File: config.mk
export PLATFORM = sky130hd
export DESIGN_NAME = bsc_coupling
export DESIGN_NICKNAME = d
export VERILOG_FILES = /design/src/bsc_pkg.sv /design/src/bsc_st_convert.sv /design/src/bsc_coupling.sv
export SDC_FILE = /design/constraint.sdc
export NUM_CORES = 2
export LEC_CHECK = 0
export ABC_CLOCK_PERIOD_IN_PS = 38900
export BUFFER_PORTS_ARGS = -buffer_cell sky130_fd_sc_hd__buf_2
export CAP_MARGIN = 20
export CORE_UTILIZATION = 58
export DETAILED_ROUTE_END_ITERATION = 16
export PLACE_DENSITY = 0.81
export SLEW_MARGIN = 10
export SYNTH_ARGS = -nofsm -noshare
export SYNTH_HDL_FRONTEND = slang
export SYNTH_SLANG_ARGS = --single-unit
File: constraint.sdc
create_clock -name clk_sys -period 38.9 [get_ports clk_sys]
set_input_delay 3.89 -clock clk_sys [delete_from_list [all_inputs] [get_ports clk_sys]]
set_output_delay 3.89 -clock clk_sys [all_outputs]
set_load 0.01 [all_outputs]
File: src/bsc_pkg.sv
// ****************************************************************************
// Shared constants and types; the sweep-time step converter is its own module.
// ****************************************************************************
package bsc_pkg;

  localparam int SPAN_W = 29;
  localparam int BW_W   = 4;
  localparam int STEP_W = 5;
  localparam int ST_W   = 24;

  // Span is carried in units of 0.1 Hz.
  localparam logic [SPAN_W-1:0] SPAN_RESET = 29'h17d7_8400;
  localparam logic [SPAN_W-1:0] SPAN_MAX   = 29'h17e6_c640;

  // Lower edges of the span bands; band k starts at SPAN_EDGE[k].
  localparam logic [SPAN_W-1:0] SPAN_EDGE [8] = '{
    29'h0000_07d0, 29'h0000_2710, 29'h0000_c350, 29'h0003_0d40,
    29'h000f_4240, 29'h004c_4b40, 29'h0131_2d00, 29'h05f5_e100
  };

  // Bandwidth index in the 1, 3, 10 sequence: 0 is 1 Hz, 9 is 30 kHz.
  localparam int              BW_VBW_MIN = 0;
  localparam int              BW_RBW_MIN = 1;
  localparam int              BW_MAX     = 9;
  localparam logic [BW_W-1:0] BW_RESET   = 4'h9;

  localparam int STEP_MAX = 15;
  localparam int STEP_MIN = -15;

  // Sweep time is carried in units of 1 ms.
  localparam int              ST_UNIT_MS = 1;
  localparam int              ST_MIN_MS  = 200;
  localparam logic [ST_W-1:0] ST_MIN     = ST_W'(ST_MIN_MS / ST_UNIT_MS);

  typedef struct packed {
    logic              inst_preset;
    logic              coupling_preset;
    logic              couple_toggle;
    logic              hold_toggle;
    logic              span_load;
    logic [SPAN_W-1:0] span_value;
    logic              rbw_up;
    logic              rbw_down;
    logic              rbw_load;
    logic [BW_W-1:0]   rbw_value;
    logic              vbw_up;
    logic              vbw_down;
    logic              vbw_load;
    logic [BW_W-1:0]   vbw_value;
    logic              st_up;
    logic              st_down;
    logic              st_load;
    logic [ST_W-1:0]   st_value;
  } bsc_cmd_s;

  typedef struct packed {
    logic [SPAN_W-1:0] span;
    logic [BW_W-1:0]   rbw;
    logic [BW_W-1:0]   vbw;
    logic [ST_W-1:0]   sweep_time;
  } bsc_setting_s;

endpackage

File: src/bsc_st_convert.sv
`timescale 1ns/10ps
`default_nettype none
// ****************************************************************************
// Converts an entered sweep time into the nearest whole power-of-two step.
// ****************************************************************************
module bsc_st_convert (
  input  wire logic [bsc_pkg::ST_W-1:0]          entered,
  input  wire logic [bsc_pkg::ST_W-1:0]          optimum,
  output logic signed [bsc_pkg::STEP_W-1:0]      steps
);

  localparam int SQ_W = 2 * bsc_pkg::ST_W + 2 * bsc_pkg::STEP_MAX + 2;

  logic [SQ_W-1:0]          sq_entered;
  logic [SQ_W-1:0]          sq_optimum;
  logic [bsc_pkg::STEP_W-1:0] up_count;
  logic [bsc_pkg::STEP_W-1:0] down_count;

  // Comparing squares against odd powers of two places the rounding
  // thresholds at half steps without any logarithm hardware.
  always_comb begin
    sq_entered = SQ_W'(entered) * SQ_W'(entered);
    sq_optimum = SQ_W'(optimum) * SQ_W'(optimum);
    up_count   = '0;
    down_count = '0;
    for (int k = 0; k < bsc_pkg::STEP_MAX; k++) begin
      if (sq_entered >= (sq_optimum << (2 * k + 1))) begin
        up_count = up_count + 5'h1;
      end
      if ((sq_entered << (2 * k + 1)) <= sq_optimum) begin
        down_count = down_count + 5'h1;
      end
    end
    if (optimum == '0) begin
      steps = '0;
    end else begin
      steps = $signed(up_count - down_count);
    end
  end

endmodule // bsc_st_convert
`default_nettype wire

File: src/bsc_coupling.sv
`timescale 1ns/10ps
`default_nettype none
// Function
// - Coupled: RBW change recomputes VBW; VBW change never touches RBW.
// - Coupled: RBW follows span; bandwidth changes never alter span.
// - Span bands map to optimum RBW/VBW pairs from 3/10 Hz to 30k/30k.
// - RBW offset from optimum is stored and reapplied after each span change.
// - Coupled RBW clamps to 3 Hz..30 kHz; stored offset survives clamping.
// - VBW offset from its optimum is kept; VBW clamps to 1 Hz..30 kHz.
// - Hold stops span-driven bandwidth changes and preset of RBW; entries still work.
// - Optimum sweep time follows span and bandwidths; never changes them back.
// - Optimized sweep time never goes below 0.2 seconds.
// - Uncalibrated flag is high exactly when applied sweep time is below optimum.
// - Stepped sweep time is a signed step count kept across other changes.
// - Numeric sweep time holds until span or bandwidth change, then becomes steps.
// - Applied sweep time is the optimum times two to the step count.
// - Conversion rounds log2 of entered over optimum to nearest integer.
// - Coupling preset clears VBW and sweep offsets; RBW kept under hold.
// - Instrument reset: coupled, no hold, 40 MHz span, 30 kHz bandwidths, 0.2 s.
// - Bandwidths step through a 1, 3, 10 sequence within their ranges.
module bsc_coupling (
  input  wire logic                                 clk_sys,
  input  wire logic                                 reset_n,
  input  wire bsc_pkg::bsc_cmd_s                    cmd,
  input  wire logic [bsc_pkg::ST_W-1:0]             opt_sweep_time_raw,
  output bsc_pkg::bsc_setting_s                     setting,
  output logic [bsc_pkg::ST_W-1:0]                  opt_sweep_time,
  output logic                                      uncal,
  output logic                                      coupled,
  output logic                                      resolution_hold,
  output logic                                      optimized,
  output logic signed [bsc_pkg::STEP_W-1:0]         rbw_offset,
  output logic signed [bsc_pkg::STEP_W-1:0]         vbw_offset,
  output logic signed [bsc_pkg::STEP_W-1:0]         st_offset,
  output logic                                      st_numeric
);

  // **************************************************************************
  // Helper functions.
  // **************************************************************************

  function automatic logic [bsc_pkg::BW_W-1:0] opt_rbw(
    input logic [bsc_pkg::SPAN_W-1:0] span_in
  );
    logic [bsc_pkg::BW_W-1:0] idx;
    idx = 4'h1;
    for (int k = 0; k < 8; k++) begin
      if (span_in >= bsc_pkg::SPAN_EDGE[k]) begin
        idx = idx + 4'h1;
      end
    end
    return idx;
  endfunction

  // Optimum VBW is one position above RBW, with 30 kHz as the top.
  function automatic logic [bsc_pkg::BW_W-1:0] opt_vbw(
    input logic [bsc_pkg::BW_W-1:0] rbw_in
  );
    if (int'(rbw_in) >= bsc_pkg::BW_MAX) begin
      return bsc_pkg::BW_W'(bsc_pkg::BW_MAX);
    end
    return rbw_in + 4'h1;
  endfunction

  function automatic logic [bsc_pkg::BW_W-1:0] clamp_bw(input int v, input int lo);
    if (v < lo) begin
      return bsc_pkg::BW_W'(lo);
    end
    if (v > bsc_pkg::BW_MAX) begin
      return bsc_pkg::BW_W'(bsc_pkg::BW_MAX);
    end
    return bsc_pkg::BW_W'(v);
  endfunction

  function automatic logic signed [bsc_pkg::STEP_W-1:0] sat_step(input int v);
    if (v < bsc_pkg::STEP_MIN) begin
      return bsc_pkg::STEP_W'(bsc_pkg::STEP_MIN);
    end
    if (v > bsc_pkg::STEP_MAX) begin
      return bsc_pkg::STEP_W'(bsc_pkg::STEP_MAX);
    end
    return bsc_pkg::STEP_W'(v);
  endfunction

  // Multiplies by two to the signed step count, saturating at the top.
  function automatic logic [bsc_pkg::ST_W-1:0] scale_st(
    input logic [bsc_pkg::ST_W-1:0]          base,
    input logic signed [bsc_pkg::STEP_W-1:0] n
  );
    logic [bsc_pkg::ST_W+bsc_pkg::STEP_MAX-1:0] wide;
    wide = '0;
    if (n >= 0) begin
      wide = (bsc_pkg::ST_W + bsc_pkg::STEP_MAX)'(base) << n;
      if (wide[bsc_pkg::ST_W+bsc_pkg::STEP_MAX-1:bsc_pkg::ST_W] != '0) begin
        return '1;
      end
      return wide[bsc_pkg::ST_W-1:0];
    end
    return base >> (-n);
  endfunction

  // **************************************************************************
  // State.
  // **************************************************************************

  logic [bsc_pkg::SPAN_W-1:0]         span;
  logic [bsc_pkg::BW_W-1:0]           rbw;
  logic [bsc_pkg::BW_W-1:0]           vbw;
  logic [bsc_pkg::ST_W-1:0]           st_entry;
  logic [bsc_pkg::ST_W-1:0]           sweep_time;

  logic [bsc_pkg::SPAN_W-1:0]         next_span;
  logic [bsc_pkg::BW_W-1:0]           next_rbw;
  logic [bsc_pkg::BW_W-1:0]           next_vbw;
  logic signed [bsc_pkg::STEP_W-1:0]  next_rbw_offset;
  logic signed [bsc_pkg::STEP_W-1:0]  next_vbw_offset;
  logic signed [bsc_pkg::STEP_W-1:0]  next_st_offset;
  logic                               next_st_numeric;
  logic [bsc_pkg::ST_W-1:0]           next_st_entry;
  logic                               next_coupled;
  logic                               next_resolution_hold;
  logic [bsc_pkg::ST_W-1:0]           next_sweep_time;
  logic [bsc_pkg::ST_W-1:0]           next_opt_sweep_time;
  logic                               next_uncal;

  logic [bsc_pkg::ST_W-1:0]           opt_st_now;
  logic signed [bsc_pkg::STEP_W-1:0]  conv_steps;
  logic                               rbw_event;
  logic                               vbw_event;
  logic                               st_event;
  logic                               rbw_changed;
  logic                               bw_span_changed;

  // **************************************************************************
  // Sweep-time conversion.
  // **************************************************************************

  // The optimum from the sweep calculator is floored before any use.
  always_comb begin
    if (opt_sweep_time_raw < bsc_pkg::ST_MIN) begin
      opt_st_now = bsc_pkg::ST_MIN;
    end else begin
      opt_st_now = opt_sweep_time_raw;
    end
  end

  bsc_st_convert u_convert (
    .entered (st_entry),
    .optimum (opt_st_now),
    .steps   (conv_steps)
  );

  assign rbw_event = cmd.rbw_up | cmd.rbw_down | cmd.rbw_load;
  assign vbw_event = cmd.vbw_up | cmd.vbw_down | cmd.vbw_load;
  assign st_event  = cmd.st_up | cmd.st_down | cmd.st_load;

  // **************************************************************************
  // Next-state logic. Priority: instrument preset, coupling preset, span,
  // RBW, VBW, sweep time; one entry is taken per cycle, plus any toggle unless a preset wins.
  // **************************************************************************

  always_comb begin
    next_span            = span;
    next_rbw             = rbw;
    next_vbw             = vbw;
    next_rbw_offset      = rbw_offset;
    next_vbw_offset      = vbw_offset;
    next_st_offset       = st_offset;
    next_st_numeric      = st_numeric;
    next_st_entry        = st_entry;
    next_coupled         = coupled;
    next_resolution_hold = resolution_hold;
    rbw_changed          = 1'b0;
    bw_span_changed      = 1'b0;
    if (cmd.inst_preset) begin
      next_coupled         = 1'b1;
      next_resolution_hold = 1'b0;
      next_span            = bsc_pkg::SPAN_RESET;
      next_rbw             = bsc_pkg::BW_RESET;
      next_vbw             = bsc_pkg::BW_RESET;
      next_rbw_offset      = '0;
      next_vbw_offset      = '0;
      next_st_offset       = '0;
      next_st_numeric      = 1'b0;
    end else if (cmd.coupling_preset) begin
      if (!resolution_hold) begin
        next_rbw        = opt_rbw(span);
        next_rbw_offset = '0;
      end
      next_vbw_offset = '0;
      next_vbw        = opt_vbw(next_rbw);
      next_st_offset  = '0;
      next_st_numeric = 1'b0;
    end else begin
      if (cmd.couple_toggle) begin
        next_coupled = ~coupled;
      end
      if (cmd.hold_toggle) begin
        next_resolution_hold = ~resolution_hold;
      end
      if (cmd.span_load) begin
        bw_span_changed = 1'b1;
        if (cmd.span_value > bsc_pkg::SPAN_MAX) begin
          next_span = bsc_pkg::SPAN_MAX;
        end else begin
          next_span = cmd.span_value;
        end
        if (coupled && !resolution_hold) begin
          next_rbw    = clamp_bw(int'(opt_rbw(next_span)) + int'(rbw_offset),
                                 bsc_pkg::BW_RBW_MIN);
          rbw_changed = 1'b1;
        end
      end else if (rbw_event) begin
        bw_span_changed = 1'b1;
        rbw_changed     = 1'b1;
        if (cmd.rbw_load) begin
          next_rbw = clamp_bw(int'(cmd.rbw_value), bsc_pkg::BW_RBW_MIN);
        end else if (cmd.rbw_up) begin
          next_rbw = clamp_bw(int'(rbw) + 1, bsc_pkg::BW_RBW_MIN);
        end else begin
          next_rbw = clamp_bw(int'(rbw) - 1, bsc_pkg::BW_RBW_MIN);
        end
        next_rbw_offset = sat_step(int'(next_rbw) - int'(opt_rbw(span)));
      end else if (vbw_event) begin
        bw_span_changed = 1'b1;
        if (cmd.vbw_load) begin
          next_vbw = clamp_bw(int'(cmd.vbw_value), bsc_pkg::BW_VBW_MIN);
        end else if (cmd.vbw_up) begin
          next_vbw = clamp_bw(int'(vbw) + 1, bsc_pkg::BW_VBW_MIN);
        end else begin
          next_vbw = clamp_bw(int'(vbw) - 1, bsc_pkg::BW_VBW_MIN);
        end
        next_vbw_offset = sat_step(int'(next_vbw) - int'(opt_vbw(rbw)));
      end else if (st_event) begin
        if (cmd.st_load) begin
          next_st_numeric = 1'b1;
          next_st_entry   = cmd.st_value;
        end else begin
          next_st_numeric = 1'b0;
          next_st_offset  = sat_step((st_numeric ? int'(conv_steps) : int'(st_offset))
                                     + (cmd.st_up ? 1 : -1));
        end
      end
      if (rbw_changed && coupled) begin
        next_vbw = clamp_bw(int'(opt_vbw(next_rbw)) + int'(vbw_offset),
                            bsc_pkg::BW_VBW_MIN);
      end
      if (bw_span_changed && st_numeric) begin
        next_st_offset  = conv_steps;
        next_st_numeric = 1'b0;
      end
    end
  end

  // Applied sweep time and its calibration flag.
  always_comb begin
    next_opt_sweep_time = opt_st_now;
    if (next_st_numeric) begin
      next_sweep_time = next_st_entry;
    end else begin
      next_sweep_time = scale_st(opt_st_now, next_st_offset);
    end
    next_uncal = (next_sweep_time < opt_st_now);
  end

  // **************************************************************************
  // Registers.
  // **************************************************************************

  always_ff @(posedge clk_sys) begin
    if (!reset_n) begin
      span            <= bsc_pkg::SPAN_RESET;
      rbw             <= bsc_pkg::BW_RESET;
      vbw             <= bsc_pkg::BW_RESET;
      rbw_offset      <= '0;
      vbw_offset      <= '0;
      st_offset       <= '0;
      st_numeric      <= 1'b0;
      st_entry        <= bsc_pkg::ST_MIN;
      coupled         <= 1'b1;
      resolution_hold <= 1'b0;
      sweep_time      <= bsc_pkg::ST_MIN;
      opt_sweep_time  <= bsc_pkg::ST_MIN;
      uncal           <= 1'b0;
    end else begin
      span            <= next_span;
      rbw             <= next_rbw;
      vbw             <= next_vbw;
      rbw_offset      <= next_rbw_offset;
      vbw_offset      <= next_vbw_offset;
      st_offset       <= next_st_offset;
      st_numeric      <= next_st_numeric;
      st_entry        <= next_st_entry;
      coupled         <= next_coupled;
      resolution_hold <= next_resolution_hold;
      sweep_time      <= next_sweep_time;
      opt_sweep_time  <= next_opt_sweep_time;
      uncal           <= next_uncal;
    end
  end

  assign setting.span       = span;
  assign setting.rbw        = rbw;
  assign setting.vbw        = vbw;
  assign setting.sweep_time = sweep_time;

  // Optimized means no offset is slipped and no numeric entry is pending.
  assign optimized = (rbw_offset == '0) && (vbw_offset == '0) && (st_offset == '0)
                     && !st_numeric;

endmodule // bsc_coupling
`default_nettype wire

### After elaboration in Yosys (flattened, before gate mapping)

Index checks and enable logic that the tools add are counted.

| operators by class | value |
|---|---|
| shift-type cells | 2 |
| $mul | 2 |
| reduce and logical (&&, ||, !) cells | 23 |
| multiplexer cells | 434 |
| order comparisons | 74 |
| equal/unequal tests | 4 |
| $add $sub $neg | 63 |
| bitwise operators | 12 |

Operators by type and width:

| operator | number |
|---|---|
| 4-bit two-way mux | 177 |
| 24-bit two-way mux | 13 |
| 5-bit two-way mux | 53 |
| 1-bit two-way mux | 183 |
| 5-bit by 1-bit adder with 5-bit output, second input constant | 28 |
| 29-bit two-way mux | 4 |
| 4-bit by 1-bit adder with 4-bit output, second input constant | 24 |
| 24-bit by 24-bit multiplier with 48-bit output | 2 |
| 48-bit by 77-bit >= comparator with 1-bit output | 1 |
| 77-bit by 48-bit <= comparator with 1-bit output | 1 |
| 48-bit by 75-bit >= comparator with 1-bit output | 1 |
| 75-bit by 48-bit <= comparator with 1-bit output | 1 |
| 48-bit by 73-bit >= comparator with 1-bit output | 1 |
| 73-bit by 48-bit <= comparator with 1-bit output | 1 |
| 48-bit by 71-bit >= comparator with 1-bit output | 1 |
| 71-bit by 48-bit <= comparator with 1-bit output | 1 |
| 48-bit by 69-bit >= comparator with 1-bit output | 1 |
| 69-bit by 48-bit <= comparator with 1-bit output | 1 |
| 48-bit by 67-bit >= comparator with 1-bit output | 1 |
| 67-bit by 48-bit <= comparator with 1-bit output | 1 |
| 48-bit by 65-bit >= comparator with 1-bit output | 1 |
| 65-bit by 48-bit <= comparator with 1-bit output | 1 |
| 32-bit two-way mux | 2 |
| 48-bit by 63-bit >= comparator with 1-bit output | 1 |
| 67 further kinds | 113 |

| storage, ports and cells | value |
|---|---|
| register bits | 128 |
| output and inout bits | 105 |
| input bits | 101 |
| logic and storage cells | 627 |

### Depth between registers and ports, before layout

| logic depth | value |
|---|---|
| depth in word-level cells | 94 |
| gate-level depth with buffers | 151 |
| mapped depth without buffers | 145 |

### Modules after synthesis

From an unflattened synthesis, not the netlist that was laid out.

| unflattened totals | value |
|---|---|
| cell total of the unflattened synthesis | 8,489 |
| area total of the unflattened synthesis | 71,979.0 um^2 |

Modules (own cells, without submodules):

| module | area an instance (um^2) | sequential area each (um^2) | instances | cells each |
|---|---|---|---|---|
| bsc_st_convert | 58,929.0 | 0.0 | 1 | 6,807 |
| bsc_coupling | 13,050.0 | 2,562.5 | 1 | 1,682 |

### Worst setup path after synthesis

OpenSTA, ideal clock, no wires.

| path | value |
|---|---|
| kind | input to register |
| from | in opt_sweep_time_raw[19] (netlist name) |
| to | reg uncal |
| data required time | 38,819 ps |
| arrival | 34,279 ps |
| stages | 141 |
| library setup time | 81 ps |
| slack | 4,540 ps |
| path buffers | 10 |
| cell sequence | clkbuf_1 > nor4_1 > and4_1 > nand2b_1 > clkbuf_1 > and2_1 > clkbuf_1 > nand2_1 > fa_1 > inv_1 > fa_1 > inv_1 > fa_1 > inv_1 > ha_1 > fa_1 > inv_1 > fa_1 > (+105 left out) > nor2_1 > a31oi_1 > nand2_1 > o21ai_0 > or3_1 > a222oi_1 > ha_1 > a21o_1 > a21o_1 > a21oi_1 > nor2b_1 > o21ai_0 > nand2b_1 > a21oi_1 > nor2b_1 > a2111oi_0 > o21ai_0 > a41oi_1 |

| between the ends | value |
|---|---|
| word-level cells in the longest chain between the ends | 67 |
| elaborated cells on any way between the ends | 141 |
| those cells by class | add/sub (31); mul (1); order compare (35); shift (2); mux (70); reduce/logical (2) |

Ends and longest elaborated chain:

| what | line | source |
|---|---|---|
| from (decl) | bsc_coupling.sv:25 | `input wire logic [bsc_pkg::ST_W-1:0] opt_sweep_time_raw,` |
| 24-bit by 8-bit less-than comparator with 1-bit output * | bsc_coupling.sv:140 | `if (opt_sweep_time_raw < bsc_pkg::ST_MIN) begin` |
| 24-bit two-way mux * | bsc_coupling.sv:140 |  |
| named net next_opt_sweep_time, one bit | bsc_coupling.sv:123 | `logic [bsc_pkg::ST_W-1:0] next_opt_sweep_time;` |
| 24-bit by 24-bit multiplier with 48-bit output | bsc_st_convert.sv:23 | `sq_optimum = SQ_W'(optimum) * SQ_W'(optimum);` |
| 48-bit by 49-bit >= comparator with 1-bit output or 49-bit by 48-bit <= comparator with 1-bit output (tied branches) | bsc_st_convert.sv:27, bsc_st_convert.sv:30 |  |
| 1-bit two-way mux, on equally long branches | bsc_st_convert.sv:27, bsc_st_convert.sv:30 |  |
| 5-bit by 1-bit adder with 5-bit output, on equally long branches | bsc_st_convert.sv:28, bsc_st_convert.sv:31 |  |
| 5-bit two-way mux, on equally long branches | bsc_st_convert.sv:27, bsc_st_convert.sv:30 |  |
| (+53 left out) | - |  |
| 1-bit two-way mux | bsc_coupling.sv:92 | `if (n >= 0) begin` |
| 1-bit two-way mux | bsc_coupling.sv:258 | `if (next_st_numeric) begin` |
| 24-bit two-way mux | bsc_coupling.sv:97 | `return wide[bsc_pkg::ST_W-1:0];` |
| 24-bit two-way mux | bsc_coupling.sv:92 |  |
| 24-bit two-way mux * | bsc_coupling.sv:99 | `return base >> (-n);` |
| 24-bit two-way mux * | bsc_coupling.sv:258 |  |
| named net next_sweep_time, one bit | bsc_coupling.sv:122 | `logic [bsc_pkg::ST_W-1:0] next_sweep_time;` |
| 24-bit less-than comparator * | bsc_coupling.sv:263 | `next_uncal = (next_sweep_time < opt_st_now);` |
| to (signal assigned) | bsc_coupling.sv:298 | `uncal <= next_uncal;` |
| to (decl) | bsc_coupling.sv:28 | `output logic uncal,` |

Mark *: on every way through the listed nets, which the timed path passes. The rest lies on a longest branch. The select of a mux whose other input is x is not followed.
A chain may end at the register's enable or synchronous reset.

### Final worst setup path

| path | value |
|---|---|
| from | in opt_sweep_time_raw[19] (netlist name) |
| to | reg uncal |

| between the ends | value |
|---|---|
| word-level cells in the longest chain between the ends | 67 |
| elaborated cells on any way between the ends | 141 |
| those cells by class | add/sub (31); mul (1); order compare (35); shift (2); mux (70); reduce/logical (2) |

Ends and longest elaborated chain:

| what | line |
|---|---|
| 24-bit by 8-bit less-than comparator with 1-bit output | bsc_coupling.sv:140 |
| 24-bit two-way mux * | bsc_coupling.sv:140 |
| 24-bit by 24-bit multiplier with 48-bit output | bsc_st_convert.sv:23 |
| 48-bit by 49-bit >= comparator with 1-bit output or 49-bit by 48-bit <= comparator with 1-bit output (tied branches) | bsc_st_convert.sv:27, bsc_st_convert.sv:30 |
| 1-bit two-way mux, on equally long branches | bsc_st_convert.sv:27, bsc_st_convert.sv:30 |
| 5-bit by 1-bit adder with 5-bit output, on equally long branches | bsc_st_convert.sv:28, bsc_st_convert.sv:31 |
| 5-bit two-way mux, on equally long branches | bsc_st_convert.sv:27, bsc_st_convert.sv:30 |
| 5-bit by 1-bit adder with 5-bit output, on equally long branches | bsc_st_convert.sv:28, bsc_st_convert.sv:31 |
| (+52 left out) | - |
| 1-bit two-way mux | bsc_coupling.sv:92 |
| 1-bit two-way mux | bsc_coupling.sv:258 |
| 24-bit two-way mux | bsc_coupling.sv:97 |
| 24-bit two-way mux | bsc_coupling.sv:92 |
| 24-bit two-way mux * | bsc_coupling.sv:99 |
| 24-bit two-way mux * | bsc_coupling.sv:258 |
| named net next_sweep_time, one bit | bsc_coupling.sv:122 |
| 24-bit less-than comparator * | bsc_coupling.sv:263 |

Marked as above.

==> run metrics <==
worst stage delay on the critical path=0.66 ns; number of flops mapped to enable cells by yosys=0; number of distinct library cells after synthesis=130; antenna-violating nets left=0; TritonCTS clock tree=built; unrepaired setup endpoints after global routing=false; core occupancy in the finished layout=61.9%; register bit total from synthesis=128; depth of the worst register-to-register path=131; fraction of the mapped netlist area in adder cells=47.3%; Placeable Area=120,000 µm²; Final Cycle Share=92.9%; asr flop ratio synth=0%; type of the tightest min-delay check=reg -> reg; vertical extent of the die=350 µm; number of buffers inserted for hold repair after clock tree synthesis=0; portion of the post-synthesis area used by sequential elements=3.65%; result of the run=completed; number of buffers between clock root and the deepest sink=2; slowest cell on the critical path=nor2_2; drt total wl=255 mm; number of nets in the layout=10,700; antenna violations before repair=10; xor/xnor cell area share of the yosys netlist=4.47%; pin count of the biggest net entering global routing=71; Worst R2R Setup Slack=6.13 ns; cell repeated most along the worst path=ha_1; endpoint arrival time on the critical path=36.56 ns; HPWL after detailed placement=197 mm; R2R Path End=uncal$_SDFF_PN0_; clock transition at the registers of the reported paths=0.07 ns; mux cell area share after synthesis=1.98%; post-synthesis net count=10,700; worst hold path stage count=2; Post-CTS Resized=0; number of buffers added by the clock tree synthesis step=17; number of hold violations in the final report=0; global-route wire length before repair=395 mm; count of port buffers added during placement=205; critical path class=in -> reg; upper clock frequency limit=0.0277 GHz; Yosys Warn Count=0; Chip Width=350 µm; final clock skew=0.0137 ns; number of max-cap violations=0; flip-flop cell with the highest count after synthesis=dfxtp_1; Synth Area in Compound Gates=16.6%; final global-route overflow total=0; share of final-layout standard cells stronger than drive strength 1=7.58%; largest family of logic cells by synthesized area=adder cells; startpoint of the lowest-slack hold path=span[5]$_SDFFE_PP0P_; DR DRC count=0; worst slew pin tran=1.29 ns; post-route minimum period=36.16 ns; Sum Neg Setup Slack=0 ns; endpoint with the worst hold slack=span[5]$_SDFFE_PP0P_; drt pass-1 iters=10; Slew headroom=13.2%; worst-skew pair later-pin latency=0.48 ns; total standard cell area after synthesis=70,200 µm²; GRT Overall Usage=41.8%; Final GP Congestion=1.05; CP Max Fanout=70; max-slew violations=0; Num Clock Sinks=128; average cell area after synthesis=8.30 µm²; initial standard-cell utilization of the core=58.5%; dominant cells by area after synthesis=fa_1 25%, ha_1 22%, inv_1 6.0%; Worst Path Required=39.30 ns; area fraction in and, or, nand and nor cells after synthesis=18.0%; count of H-tree levels built during CTS=4; synthesis-to-finish area growth=5.71%; setup-violating endpoint count in the final report=0; critical register-to-register path startpoint=st_entry[0]$_SDFF_PN0_; most frequent cells in the layout=1,207 x ha_1, 1,115 x inv_1, 878 x fa_1, 722 x nand2_1, 547 x nor2_1; cell type with the largest total area after synthesis=fa_1; most common cell after layout, fill and taps aside=ha_1; vias per cell=6.63; Top-Level Pins=206; via total after detailed routing=67,300; clock tree root buffer cell=clkbuf_16; startpoint type of the worst setup path=input port; synthesized instance count=8,465; Setup Fix Bufs, Post-CTS=0; Cell Rows=127; wire per inst=25.1 µm; top cell type's share of synthesized area=25.0%; DRT iter0 DRCs=7,587; number of global-route vias before repair=67,900; CP Capture Type=register; Die ar.=122,000 µm²
## per-stage QoR
step,setup slack [ns],hold WS [ns],cells,area (µm²)
2_1_floorplan,4.54,0.481,8465,70200
3_3_place_gp,3.14,0.447,10100,73500
3_5_place_dp,2.88,0.457,10100,73600
4_1_cts,3.27,0.466,10100,74200
5_1_grt,0.863,0.487,10200,74200
6_report,2.74,0.470,10200,74200
## cell type report
cell class,instances,area [µm²]
antenna,6,15.0
clock buffer,17,425
clock inverter,15,190
fill,10400,45700
inverter,1144,4300
multi-input combinational,6865,62400
sequential,128,2560
tap,1612,2020
timing repair buffer,370,2280
## synthesized netlist by cell type (all sizes together), types with 69 or more instances
cell type / number
xnor2: 231
mux2i: 90
clkbuf: 238
nand4: 193
a21oi: 472
dfxtp: 128
o21ai: 369
inv: 1134
xor2: 74
nor3: 155
nand2: 723
o211ai: 84
ha: 1207
buf: 90
a21o: 195
and2: 270
nor4: 69
nor2: 558
nor2b: 78
a211oi: 94
fa: 878
nand3: 163
## logic make-up after synthesis
| family | Yosys count |
|---|---|
| AO/OA/AOI/OAI | 1743 |
| XOR/XNOR | 315 |
| adder cells (fa/ha/maj) | 2140 |
| buffers and inverters | 1472 |
| flip-flops | 128 |
| multiplexers | 132 |
| AND/OR/NAND/NOR | 2535 |
## per-layer routing
layer	share of wire [%]	vias up	GRT usage (%)
met4	7.6	12	26.9
met1	38	32300	53.6
li1	-	29500	-
met2	41	4316	61.7
met3	13	1224	11.9
met5	0.032	-	0
## critical path, delay by kind of cell
kind                       cells  cell delay [ns]
adders and majority gates     34            12.30
AOI/OAI and AO/OA             40             7.56
and+or+nand+nor               29             6.44
buffers and inverters         17             2.45
muxes                          9             2.04
xor gates and xnor gates       8             1.75
## flip-flops by register name (all words and copies together), names as in the netlist
register / flops
coupled: 1
opt_sweep_time: 24
rbw: 4
rbw_offset: 5
resolution_hold: 1
span: 29
st_entry: 24
st_numeric: 1
st_offset: 5
sweep_time: 24
uncal: 1
vbw: 4
vbw_offset: 5
## worst max path at each step
stage	startpoint	to	slack (ns)	cells after the start
floorplan	opt_sweep_time_raw[19]	uncal$_SDFF_PN0_	4.54	141
global placement	opt_sweep_time_raw[12]	uncal$_SDFF_PN0_	3.14	134
detailed placement	opt_sweep_time_raw[6]	uncal$_SDFF_PN0_	2.88	133
CTS	opt_sweep_time_raw[6]	uncal$_SDFF_PN0_	3.27	136
global route	opt_sweep_time_raw[12]	uncal$_SDFF_PN0_	0.86	136
finish	opt_sweep_time_raw[19]	uncal$_SDFF_PN0_	2.74	137
Power is not shown: default switching activity piles up to over one toggle a cycle in this logic, so the estimate is an artifact.
